**config.mk**
```make
export PLATFORM = sky130hd
export DESIGN_NAME = rom_host_ctrl
export DESIGN_NICKNAME = d
export VERILOG_FILES = /design/src/core/rom_host_pkg.sv /design/src/core/pin_sync.sv /design/src/core/rom_host_ctrl.sv
export SDC_FILE = /design/constraint.sdc
export NUM_CORES = 1
export LEC_CHECK = 0
export BUFFER_PORTS_ARGS = -buffer_cell sky130_fd_sc_hd__buf_2
export CORE_MARGIN = 8
export CORE_UTILIZATION = 35
export CTS_BUF_LIST = sky130_fd_sc_hd__clkbuf_4 sky130_fd_sc_hd__clkbuf_8 sky130_fd_sc_hd__clkbuf_16
export DETAILED_ROUTE_END_ITERATION = 10
export GPL_TIMING_DRIVEN = 0
export MAX_ROUTING_LAYER = met4
export PLACE_DENSITY = 0.58
export SYNTH_ARGS = -nofsm -noshare
export SYNTH_HDL_FRONTEND = slang
export SYNTH_SLANG_ARGS = --single-unit
export TNS_END_PERCENT = 5
```
**constraint.sdc**
```tcl
create_clock -name CLK -period 1.9 [get_ports CLK]
set_input_delay 0.285 -clock CLK [delete_from_list [all_inputs] [get_ports CLK]]
set_output_delay 0.285 -clock CLK [all_outputs]
set_load 0.01 [all_outputs]
```
**src/core/rom_host_pkg.sv**
```systemverilog
// constants and types shared by the mask rom read host
package rom_host_pkg;

  // clock and pin timing, every figure in nanoseconds
  localparam int CLK_PERIOD_NS = 100;
  localparam int POWER_WAIT_NS = 200;
  localparam int ACCESS_NS = 90;
  localparam int FLOAT_NS = 25;
  localparam int SKEW_NS = 10;

  // least times round up to whole cycles, never below one
  localparam int POWER_WAIT_CYC_I = (POWER_WAIT_NS + CLK_PERIOD_NS - 1) / CLK_PERIOD_NS;
  localparam int ACCESS_CYC_I = (ACCESS_NS + CLK_PERIOD_NS - 1) / CLK_PERIOD_NS;
  localparam int FLOAT_CYC_I = (FLOAT_NS + CLK_PERIOD_NS - 1) / CLK_PERIOD_NS;
  localparam int SYNC_STAGES = 2;

  localparam logic [2:0] POWER_WAIT_CYC = 3'(POWER_WAIT_CYC_I);
  localparam logic [2:0] READ_WAIT_CYC = 3'(ACCESS_CYC_I + SYNC_STAGES);
  localparam logic [2:0] FLOAT_CYC = 3'(FLOAT_CYC_I);
  localparam logic [2:0] CNT_ZERO = 3'h0;
  localparam logic [2:0] CNT_ONE = 3'h1;

  // pin widths
  localparam int ADDR_W = 20;
  localparam int BYTE_ADDR_W = 21;
  localparam int DATA_W = 16;
  localparam int UPPER_W = 7;
  localparam int LOW_W = 8;

  // width select levels on the mode pin
  localparam logic WIDTH_WORD = 1'b1;
  localparam logic WIDTH_BYTE = 1'b0;

  // output-gate polarity option of the fitted part
  localparam logic [1:0] GATE_OPT_LOW = 2'h0;
  localparam logic [1:0] GATE_OPT_HIGH = 2'h1;
  localparam logic [1:0] GATE_OPT_IGNORE = 2'h2;

  // reset values and the byte-read pad
  localparam logic [19:0] ADDR_RST = 20'h00000;
  localparam logic [15:0] DATA_RST = 16'h0000;
  localparam logic [7:0] BYTE_PAD = 8'h00;

  typedef enum logic [2:0] {
    ST_POWER = 3'b000,
    ST_IDLE = 3'b001,
    ST_SETUP = 3'b010,
    ST_ACCESS = 3'b011,
    ST_RELEASE = 3'b100
  } host_state_t;

endpackage

```
**src/core/pin_sync.sv**
```systemverilog
// two-flop synchroniser for the data pins coming back from the rom
`timescale 1ns/1ps
module pin_sync
  import rom_host_pkg::*;
(
  input wire logic clk,                   // system clock
  input wire logic reset_n,               // async reset, active low
  input wire logic [DATA_W-1:0] pins,     // raw pin levels
  output logic [DATA_W-1:0] synced        // pin levels after two flops
);

  typedef struct packed {
    logic [DATA_W-1:0] first;
    logic [DATA_W-1:0] second;
  } sync_t;

  sync_t st;
  sync_t next_st;

  // first stage feeds only the second stage; one process keeps one driver per bit
  always_comb begin
    next_st.first = pins;
    next_st.second = st.first;
  end

  // register the whole state
  always_ff @(posedge clk or negedge reset_n) begin
    if (!reset_n) begin
      st <= '0;
    end else begin
      st <= next_st;
    end
  end

  assign synced = st.second;

endmodule

```
**src/core/rom_host_ctrl.sv**
```systemverilog
// host-side read controller for a mask rom with byte or word organisation
// Contract
// - hold chip enable high during power-up
// - wait 200 ns before first read
// - other inputs free during power wait
// - address settles within 10 ns while enabled
// - width pin high word, low byte
// - byte mode: top pin is address lsb
`timescale 1ns/1ps
module rom_host_ctrl
  import rom_host_pkg::*;
#(
  parameter logic [1:0] GATE_OPTION = GATE_OPT_LOW
)
(
  input wire logic CLK,                           // 10 MHz system clock
  input wire logic RESET_N,                       // async reset, active low
  input wire logic REQ,                           // read request, level
  input wire logic [BYTE_ADDR_W-1:0] REQ_ADDR,    // byte or word address
  input wire logic REQ_WIDTH,                     // 1 word read, 0 byte read
  output logic BUSY,                              // request not accepted
  output logic DONE,                              // one-cycle read done
  output logic [DATA_W-1:0] RDATA,                // read result
  output logic [ADDR_W-1:0] ADDR_BUS,             // rom address pins
  output logic CE_N,                              // rom chip enable
  output logic GATE,                              // rom output-gate pin
  output logic WIDTH_SEL,                         // rom width select pin
  input wire logic [LOW_W-1:0] LOW_DATA_BYTE,     // rom data bits 7..0
  input wire logic [UPPER_W-1:0] UPPER_DATA_PINS, // rom data bits 14..8
  input wire logic TOP_DATA_BIT_I,                // shared top pin, in
  output logic TOP_DATA_BIT_O,                    // shared top pin, out
  output logic TOP_DATA_BIT_OE                    // shared top pin, drive
);

  typedef struct packed {
    host_state_t state;
    logic [2:0] cnt;
    logic ce_n;
    logic gate;
    logic width;
    logic [ADDR_W-1:0] addr;
    logic top_o;
    logic top_oe;
    logic [DATA_W-1:0] rdata;
    logic done;
    logic busy;
  } ctrl_t;

  ctrl_t st;
  ctrl_t next_st;
  logic [DATA_W-1:0] pins_synced;

  // gate levels for the fitted option; ignored parts get a quiet low
  logic gate_on;
  logic gate_off;
  assign gate_on = (GATE_OPTION == GATE_OPT_HIGH);
  assign gate_off = (GATE_OPTION == GATE_OPT_LOW);

  // data pins come from another chip, so they are synchronised first
  pin_sync u_sync (
    .clk(CLK),
    .reset_n(RESET_N),
    .pins({TOP_DATA_BIT_I, UPPER_DATA_PINS, LOW_DATA_BYTE}),
    .synced(pins_synced)
  );

  // sequencer: power wait, then one read at a time
  always_comb begin
    next_st = st;
    next_st.done = 1'b0;
    case (st.state)
      ST_POWER: begin
        // enable stays high; other pins are free, so after the first edge the gate goes from its reset low to its off level
        next_st.ce_n = 1'b1;
        next_st.gate = gate_off;
        if (st.cnt == CNT_ONE) begin
          next_st.state = ST_IDLE;
          next_st.busy = 1'b0;
          next_st.cnt = CNT_ZERO;
        end else begin
          next_st.cnt = st.cnt - CNT_ONE;
        end
      end
      ST_IDLE: begin
        if (REQ) begin
          next_st.busy = 1'b1;
          next_st.state = ST_SETUP;
          next_st.width = REQ_WIDTH;
          if (REQ_WIDTH == WIDTH_WORD) begin
            next_st.addr = REQ_ADDR[ADDR_W-1:0];
            next_st.top_o = 1'b0;
            next_st.top_oe = 1'b0;
          end else begin
            // byte address: upper bits on the bus, lsb on the top pin
            next_st.addr = REQ_ADDR[BYTE_ADDR_W-1:1];
            next_st.top_o = REQ_ADDR[0];
            next_st.top_oe = 1'b1;
          end
        end
      end
      ST_SETUP: begin
        // all address pins changed one cycle earlier in one edge, so skew is nil
        next_st.ce_n = 1'b0;
        next_st.gate = gate_on;
        next_st.cnt = READ_WAIT_CYC;
        next_st.state = ST_ACCESS;
      end
      ST_ACCESS: begin
        if (st.cnt == CNT_ONE) begin
          if (st.width == WIDTH_WORD) begin
            next_st.rdata = pins_synced;
          end else begin
            next_st.rdata = {BYTE_PAD, pins_synced[LOW_W-1:0]};
          end
          next_st.done = 1'b1;
          next_st.ce_n = 1'b1;
          next_st.gate = gate_off;
          next_st.cnt = FLOAT_CYC;
          next_st.state = ST_RELEASE;
        end else begin
          next_st.cnt = st.cnt - CNT_ONE;
        end
      end
      ST_RELEASE: begin
        // let the rom float before a new cycle may turn the top pin round
        if (st.cnt == CNT_ONE) begin
          next_st.state = ST_IDLE;
          next_st.busy = 1'b0;
          next_st.cnt = CNT_ZERO;
        end else begin
          next_st.cnt = st.cnt - CNT_ONE;
        end
      end
      default: begin
        next_st.state = ST_IDLE;
        next_st.ce_n = 1'b1;
        next_st.gate = gate_off;
        next_st.busy = 1'b0;
      end
    endcase
  end

  // one register for the whole controller
  always_ff @(posedge CLK or negedge RESET_N) begin
    if (!RESET_N) begin
      st.state <= ST_POWER;
      st.cnt <= POWER_WAIT_CYC;
      st.ce_n <= 1'b1;
      st.gate <= 1'b0;
      st.width <= WIDTH_WORD;
      st.addr <= ADDR_RST;
      st.top_o <= 1'b0;
      st.top_oe <= 1'b0;
      st.rdata <= DATA_RST;
      st.done <= 1'b0;
      st.busy <= 1'b1;
    end else begin
      st <= next_st;
    end
  end

  // every output is a field of the state register
  assign BUSY = st.busy;
  assign DONE = st.done;
  assign RDATA = st.rdata;
  assign ADDR_BUS = st.addr;
  assign CE_N = st.ce_n;
  assign GATE = st.gate;
  assign WIDTH_SEL = st.width;
  assign TOP_DATA_BIT_O = st.top_o;
  assign TOP_DATA_BIT_OE = st.top_oe;

  // power wait counter, helper for the checks below
  logic [2:0] up_cycles;
  always_ff @(posedge CLK or negedge RESET_N) begin
    if (!RESET_N) begin
      up_cycles <= 3'h0;
    end else if (up_cycles != 3'h7) begin
      up_cycles <= up_cycles + 3'h1;
    end
  end

  a_ce_high_power: assert property (@(posedge CLK) disable iff (!RESET_N)
    (st.state == ST_POWER) |-> CE_N)
    else $error("chip enable active during power wait");

  a_wait_first_read: assert property (@(posedge CLK) disable iff (!RESET_N)
    $fell(CE_N) |-> (up_cycles >= 3'(POWER_WAIT_CYC_I)))
    else $error("read started before power wait elapsed");

  a_addr_steady_ce: assert property (@(posedge CLK) disable iff (!RESET_N)
    (!CE_N && !$past(CE_N)) |-> ($stable(ADDR_BUS) && $stable(TOP_DATA_BIT_O)))
    else $error("address moved while chip enabled");

  a_width_steady_ce: assert property (@(posedge CLK) disable iff (!RESET_N)
    (!CE_N && !$past(CE_N)) |-> $stable(WIDTH_SEL))
    else $error("width select moved while chip enabled");

  a_word_top_float: assert property (@(posedge CLK) disable iff (!RESET_N)
    WIDTH_SEL |-> !TOP_DATA_BIT_OE)
    else $error("host drives top pin in word mode");

  a_byte_lsb_drive: assert property (@(posedge CLK) disable iff (!RESET_N)
    (!WIDTH_SEL && !CE_N) |-> TOP_DATA_BIT_OE)
    else $error("byte lsb not driven during byte read");

  a_read_length: assert property (@(posedge CLK) disable iff (!RESET_N)
    $fell(CE_N) |-> (!CE_N)[*3] ##1 (CE_N && DONE))
    else $error("read cycle length wrong");

  a_gate_levels: assert property (@(posedge CLK) disable iff (!RESET_N)
    (!CE_N |-> (GATE == gate_on)) and (CE_N && !BUSY |-> (GATE == gate_off)))
    else $error("gate pin at wrong level");

endmodule

```
# After elaboration in Yosys (flattened, before gate mapping)
# Cells that the tools add are included.
# op_classes
add_sub_neg,1
eq_ne,8
mux,16
bitwise,2
n_reduce_logical,10
# ops
op,n
$mux W22,1
$mux W16,1
$mux W3,5
$pmux W3 S4,1
$pmux W3 S3,1
$eq A3 B1 Y1 const B,2
$eq A3 B2 Y1 const B,2
$pmux W2 S3,1
$reduce_and A2 Y1,3
$reduce_and A3 Y1,2
$reduce_or A2 Y1,3
$mux W1,4
$ne A2 B2 Y1 const B,2
$eq A3 B3 Y1 const B,1
$logic_not A3 Y1,1
$pmux W1 S3,1
$reduce_bool A3 Y1,1
$sub A3 B1 Y3 const B,1
$mux W2,1
$ne A2 B1 Y1 const B,1
$not A1 Y1,2
# word_totals
reg_bits,81
input_bits,41
output_inout_bits,43
wordCells,50

# Depth between registers and ports, before layout
# Gate-level depths: netlist (run 1).
# depth
depth_word,4
mapped_depth,8

# Modules after synthesis
# A second synthesis (run 1) with hierarchy kept.
# unflattened
cells_unflattened,272
hier_area_um2,3428.3
# by_module_without_submodules
mod,instances,cells_each,area_per_inst_um2,seq_area_each_um2
rom_host_ctrl,1,240,2627.5,1231.2
pin_sync,1,32,800.8,800.8

# Worst setup path after synthesis (run 1)
# OpenSTA, ideal clock, no wires.
# synth_path
kind,reg2reg
from,reg st[44] (netlist bit)
to,reg st (netlist bit RDATA[0])
setup_time_ns,0.125
arrival_time_ns,1.576
path_slack_ns,0.199
stages_incl_launch_ff,8
n_path_buf,2
path_cell_list,dfstp_2 -> inv_1 -> ha_1 -> nor2b_1 -> buf_6 -> and3_4 -> buf_12 -> mux2_4
# synth_between
elab_chain_cells,2
# synth_lines
element,line_no,text
"start, declared",rom_host_ctrl.sv:49,ctrl_t st;
"start signal, assigned",rom_host_ctrl.sv:158,st <= next_st;
$eq A3 B1 Y1,rom_host_ctrl.sv:109,if (st.cnt == CNT_ONE) begin
$reduce_and A2 Y1 (no source line),n/a,
# No other way between the ends.
# A chain may end at the register's enable or synchronous reset.

# Worst setup path in the final report (run 1)
# layout_path
from,reg st[44] (netlist bit)
to,reg st[48] (netlist bit)
# layout_between
elab_chain_cells,3
elab_cells_between_ends,4
classes_between,eq/ne: 3; reduce/logical: 1
# layout_lines
element,line_no
$eq A3 B1 Y1 *,"rom_host_ctrl.sv:76, rom_host_ctrl.sv:109, rom_host_ctrl.sv:126"
$ne A2 B2 Y1 (no source line) or $ne A2 B1 Y1 (tied branches),n/a
$reduce_and A3 Y1 (no source line) *,n/a
# Mark *: on every way between the ends. The rest lies on a longest branch, timed or not.

==> reports/qor.yml, run 1 <==
die_w_um: 114
worst_setup_path_end_kind: "register"
final_util_pct: 44.1
synthFlopType: "dfrtp_1"
drtPass1Iterations: 3
gp_congestion: 0.765
drive_above_1_share_pct: 42.6
multi_input_area_um2: 927
p_per_area_nw_per_um2: 1570
status: "completed"
num_rows: 36
io-pin-count: 84
grt_usage_pct: 11.2
start_util_pct: 35.3
yosys_warnings: 0
avgSynthCellArea_um2: 12.3
synth_area_um2: 3390
ys_ff_latch: 81
clkLatencyLatePin_ns: 0.34
slew_headroom_pct: 63.1
finClkSkew_ns: 0.00781
r2r_cells: 8
antenna_left: 0
hold_violations: 0
tritoncts: "built"
seq_area_um2: 2030
final_nets: 414
async_flop_share_pct: 100
dp_hpwl_um: 4870
core_area_um2: 9590
stdcell_area_um2: 4230
cp.required_ns: 2.13
cp_max_fo: 10
grt_max_degree: 43
antenna_cells: 0
nFillCells: 929
port_buffers: 82
synth_nets: 318
cts-resized-gates: 0
numCtsBuffers: 9
clk_pin_slew_ns: 0.09
synth_cell_types: 37
seq_area_frac_synth_pct: 60.0
viasPerCell: 4.28
grt_pass1_wl_um: 11200
drt_iter0_drc: 60
min_path_type: "in -> reg"
worstSetupPathType: "reg -> reg"
h-tree-depth: 3
dr_total_vias: 2180
synth_edf_count: 0
worst_pin_slew_ns: 0.553
antenna_found_initial: 0
leakage_nw: 2.07
rsz0062_at_grt: "false"
holdBufCountCts: 1
post_cts_buffers: 0
fin_setup_tns_ns: 0
syn_inst: 275
clkSinkCount: 81
syn_to_final_growth_pct: 24.9
finalCritPeriodShare_pct: 94.0
placed_area_um2: 3990
routed_wl_um: 6690
vdd_drop_max_mv: 0.717
clock.fmax_ghz: 0.560
hold_depth: 1
arrival_ns: 2.02
cts-root-buf: "clkbuf_8"
startpoint_type: "register"
dieArea_um2: 13100
setup_viol: 0
drcViolationCount: 0
slew_viol_final: 0
fin_crit_ns: 1.79
grt_pass1_vias: 2355
clock_path_buffers: 2
grt-ovfl-total: 0
die_h_um: 114
wire_per_inst_um: 13.1
max_cap_viol_count: 0
kinds of logic (layout without fill, tap and decap cells):
kind of cell	Yosys count	in the layout	synth area share, %
AO/OA/AOI/OAI	39	39	6.98
adder cells (fa/ha/maj)	2	2	0.739
buffers and inverters	64	165	12.6
flip-flops	81	81	60.0
multiplexers	38	38	12.5
AND/OR/NAND/NOR	51	51	7.21
registers in the layout, summed over array words and instances, names as in the netlist:
register         cells
DONE                 1
st                   6
BUSY                 1
TOP_DATA_BIT_OE      1
TOP_DATA_BIT_O       1
GATE                 1
ADDR_BUS            20
WIDTH_SEL            1
RDATA               16
u_sync.synced       16
CE_N                 1
u_sync.next_st      16
cell usage in the layout, fill, tap and decap left out, types with 2 or more instances in the layout:
cell,Yosys,final
bufinv_16,0,2
a21o_1,2,2
dlygate4sd3_1,0,2
dfrtp_1,77,77
inv_6,0,2
inv_1,13,13
clkbuf_1,2,2
a21oi_1,22,22
ha_1,2,2
o21ai_1,3,3
nand2_1,11,11
mux2_4,8,8
mux2i_1,29,29
buf_4,36,37
nor2b_1,3,3
clkbuf_8,0,9
o22ai_1,2,2
o311a_1,2,2
dfstp_2,4,4
nor2_1,25,25
buf_12,2,3
nand3b_1,5,5
buf_2,9,90
Yosys cell counts, types with 2 or more instances:
cell | number | area share [%]
buf_12 | 2 | 1.2
mux2i_1 | 29 | 8.6
mux2_4 | 8 | 3.5
nand3b_1 | 5 | 1.1
o22ai_1 | 2 | 0.37
o311a_1 | 2 | 0.59
dfstp_2 | 4 | 3.1
a21oi_1 | 22 | 3.3
nor2b_1 | 3 | 0.55
nor2_1 | 25 | 2.8
dfrtp_1 | 77 | 57
clkbuf_1 | 2 | 0.22
o21ai_1 | 3 | 0.44
buf_4 | 36 | 8.0
inv_1 | 13 | 1.4
nand2_1 | 11 | 1.2
buf_2 | 9 | 1.3
ha_1 | 2 | 0.74
a21o_1 | 2 | 0.44
layer usage:
layer	vias up	GRT usage, %	routed length [um]
li1	1072	-	-
met2	52	16.6	3130
met3	9	4.85	383
met5	-	-	0
met4	0	3.99	93
met1	1047	13.3	3080
power by group:
| part | leakage, nW | internal, W | switching (W) |
|---|---|---|---|
| registers | 0.942 | 0.00230 | 0.000296 |
| clock network | 0.112 | 0.000756 | 0.000650 |
| logic | 1.02 | 0.00143 | 0.00122 |
| total | 2.07 | 0.00448 | 0.00216 |
final timing paths:
check                      slack, ns                end               from
min reg2reg                     0.35   u_sync.synced[7]  u_sync.next_st[7]
max                             0.11             st[48]             st[44]
min                             0.04  u_sync.next_st[7]   LOW_DATA_BYTE[7]
min in group asynchronous       0.47       ADDR_BUS[16]            RESET_N
max reg2reg                     0.11             st[48]             st[44]
max in group asynchronous       0.76          WIDTH_SEL            RESET_N
through the flow:
| step | hold slack, ns | total power (W) | std cells | setup slack, ns |
|---|---|---|---|---|
| floorplan | -0.0106 | 0.00447 | 275 | 0.199 |
| global placement | 0.332 | 0.00527 | 490 | -0.0917 |
| detailed placement | 0.307 | 0.00533 | 491 | 0.120 |
| CTS | 0.0126 | 0.00679 | 508 | 0.0985 |
| global route | 0.00306 | 0.00716 | 509 | 0.0392 |
| finish | 0.0408 | 0.00664 | 509 | 0.114 |
cell type report:
cell class              count  share of cell area (%)
plain buffers              51                    8.93
multi-input cells         130                    21.9
flip-flops and latches     81                    48.0
repair buffers             85                    10.7
well taps                 133                    3.93
clock inverters             7                    2.40
inverters                  13                    1.15
clock buffers               9                    2.93
critical path, stage by stage (launching register included):
cell	delay, ns
dfstp_2	0.55
inv_1	0.06
ha_1	0.18
nor2b_1	0.14
buf_6	0.13
and3_4	0.17
buf_12	0.14
buf_12	0.14
o21bai_1	0.15
(Power assumes the default switching activity.)
==> run 2: changes to the inputs <==
--- a/config.mk
+++ b/config.mk
@@ -9,10 +9,11 @@
 export CORE_MARGIN = 8
 export CORE_UTILIZATION = 35
 export CTS_BUF_LIST = sky130_fd_sc_hd__clkbuf_4 sky130_fd_sc_hd__clkbuf_8 sky130_fd_sc_hd__clkbuf_16
+export CTS_CLUSTER_SIZE = 20
 export DETAILED_ROUTE_END_ITERATION = 10
 export GPL_TIMING_DRIVEN = 0
 export MAX_ROUTING_LAYER = met4
-export PLACE_DENSITY = 0.58
+export PLACE_DENSITY = 0.6
 export SYNTH_ARGS = -nofsm -noshare
 export SYNTH_HDL_FRONTEND = slang
 export SYNTH_SLANG_ARGS = --single-unit
==> constraint.sdc (replaced) <==
create_clock -name CLK -period 1.44 [get_ports CLK]
set_input_delay 0.216 -clock CLK [delete_from_list [all_inputs] [get_ports CLK]]
set_output_delay 0.216 -clock CLK [all_outputs]
set_load 0.01 [all_outputs]
==> run 2 against run 1 <==
Net effect:
- the run now ends with negative setup slack left
- power rose by 33%
- sequential cell count did not move
- via count rose by 5.0%
- die area did not move
- cell area rose by 4.9%
- highest routed layer unchanged
==> reports/qor.yml, run 2 (synthesized netlist as in run 1, its figures left out) <==
status: "finished with violations"
violations: "negative setup slack"
grt-ovfl-total: 0
grt_usage_pct: 12.0
tritoncts: "built"
worst_setup_path_end_kind: "register"
hold_violations: 0
numCtsBuffers: 9
dr_total_vias: 2290
port_buffers: 82
cp_max_fo: 7
hold_start: "REQ_ADDR[0]"
nFillCells: 915
wire_per_inst_um: 13.8
arrival_ns: 1.79
finalCritPeriodShare_pct: 107
start_util_pct: 35.3
clk_pin_slew_ns: 0.10
die_h_um: 114
grt_max_degree: 43
cp-startpoint: "st[44]"
viasPerCell: 4.35
holdWs_ns: 0.129
rr_startpoint: "st[44]"
gp_congestion: 0.783
finClkSkew_ns: 0.0109
min_path_type: "in -> reg"
clkSinkCount: 81
p_per_area_nw_per_um2: 1990
grt_pass1_vias: 2487
core_area_um2: 9590
slew_headroom_pct: 62.8
clock_path_buffers: 2
setup_viol: 19
fin_crit_ns: 1.54
drcViolationCount: 0
h-tree-depth: 3
final_util_pct: 46.2
drive_above_1_share_pct: 43.4
io-pin-count: 84
dp_hpwl_um: 4940
final_nets: 432
pre_cts_ws_ns: -0.291
grt_pass1_wl_um: 12000
rsz0062_at_grt: "true"
final_cell_mix: "85 x buf_2, 75 x dfrtp_1, 41 x buf_4"
routed_wl_um: 7260
drt_iter0_drc: 79
antenna_left: 0
vdd_drop_max_mv: 0.788
syn_to_final_growth_pct: 31.0
die_w_um: 114
num_rows: 36
dieArea_um2: 13100
cp.required_ns: 1.68
drtPass1Iterations: 4
slew_viol_final: 0
clock.fmax_ghz: 0.647
setup_ws_ns: -0.105
clkLatencyLatePin_ns: 0.35
finalPower_w: 0.00883
worst_pin_slew_ns: 0.557
antenna_found_initial: 0
worstSetupPathType: "reg -> reg"
cts-root-buf: "clkbuf_8"
max_cap_viol_count: 0
leakage_nw: 2.15
antenna_cells: 0
startpoint_type: "register"
largest_register_ffs: 20
final_common_cell: "buf_2"
run 2: layer usage:
metal  vias to the layer above  global-route usage, %  routed length [um]
met5                         -                      -                   0
met4                         0                   4.26                  81
met3                         7                   4.01                 383
met2                        60                   19.4                3570
met1                      1116                   13.7                3220
li1                       1107                      -                   -
run 2: where the power goes:
part | leakage [nW] | switching (W) | total (W) | internal (W)
Sequential | 0.941 | 0.000427 | 0.00346 | 0.00303
Clock | 0.102 | 0.000941 | 0.00166 | 0.000720
Combinational | 1.10 | 0.00167 | 0.00371 | 0.00203
run 2: metrics by stage:
step           instances  TNS [ns]  cell area [um^2]
5_1_grt              527     -2.42              4440
4_1_cts              527     -1.17              4430
3_5_place_dp         491     -4.97              4010
6_report             527    -0.959              4440
2_1_floorplan        275     -3.45              3410
3_3_place_gp         490    -44.30              3980
run 2: cell type report:
class | instances | area (um^2) | area share, %
multi-input combinational | 131 | 968 | 21.8
sequential | 81 | 2030 | 45.9
tap | 133 | 166 | 3.75
buffer | 49 | 367 | 8.26
timing repair buffer | 104 | 657 | 14.8
clock buffer | 10 | 138 | 3.10
clock inverter | 6 | 57.6 | 1.30
inverter | 13 | 48.8 | 1.10
run 2: worst max-delay path, stage by stage (launching register included):
cell     delay (ns)
dfstp_2        0.54
inv_2          0.05
ha_4           0.15
nor2b_4        0.13
buf_6          0.13
and2_4         0.15
o311a_1        0.28
run 2: path summary, 6_finish.rpt:
kind | to | slack (ns) | cells after the start
min in group asynchronous | ADDR_BUS[17] | 0.38 | 2
setup reg to reg | GATE | -0.10 | 6
max in group asynchronous | st[44] | 0.39 | 3
setup / recovery | GATE | -0.10 | 6
hold reg to reg | u_sync.synced[5] | 0.35 | 0
hold / removal | TOP_DATA_BIT_O | 0.13 | 3
run 2: repair_timing:
action	4_1_cts	5_1_grt
gates resized for setup	12	3
endpoints found under the setup margin	41	35
endpoints found under the hold margin	57	0
hold buffers	17	0
gates cloned	2	0
setup buffers	3	0
pin swaps	1	0
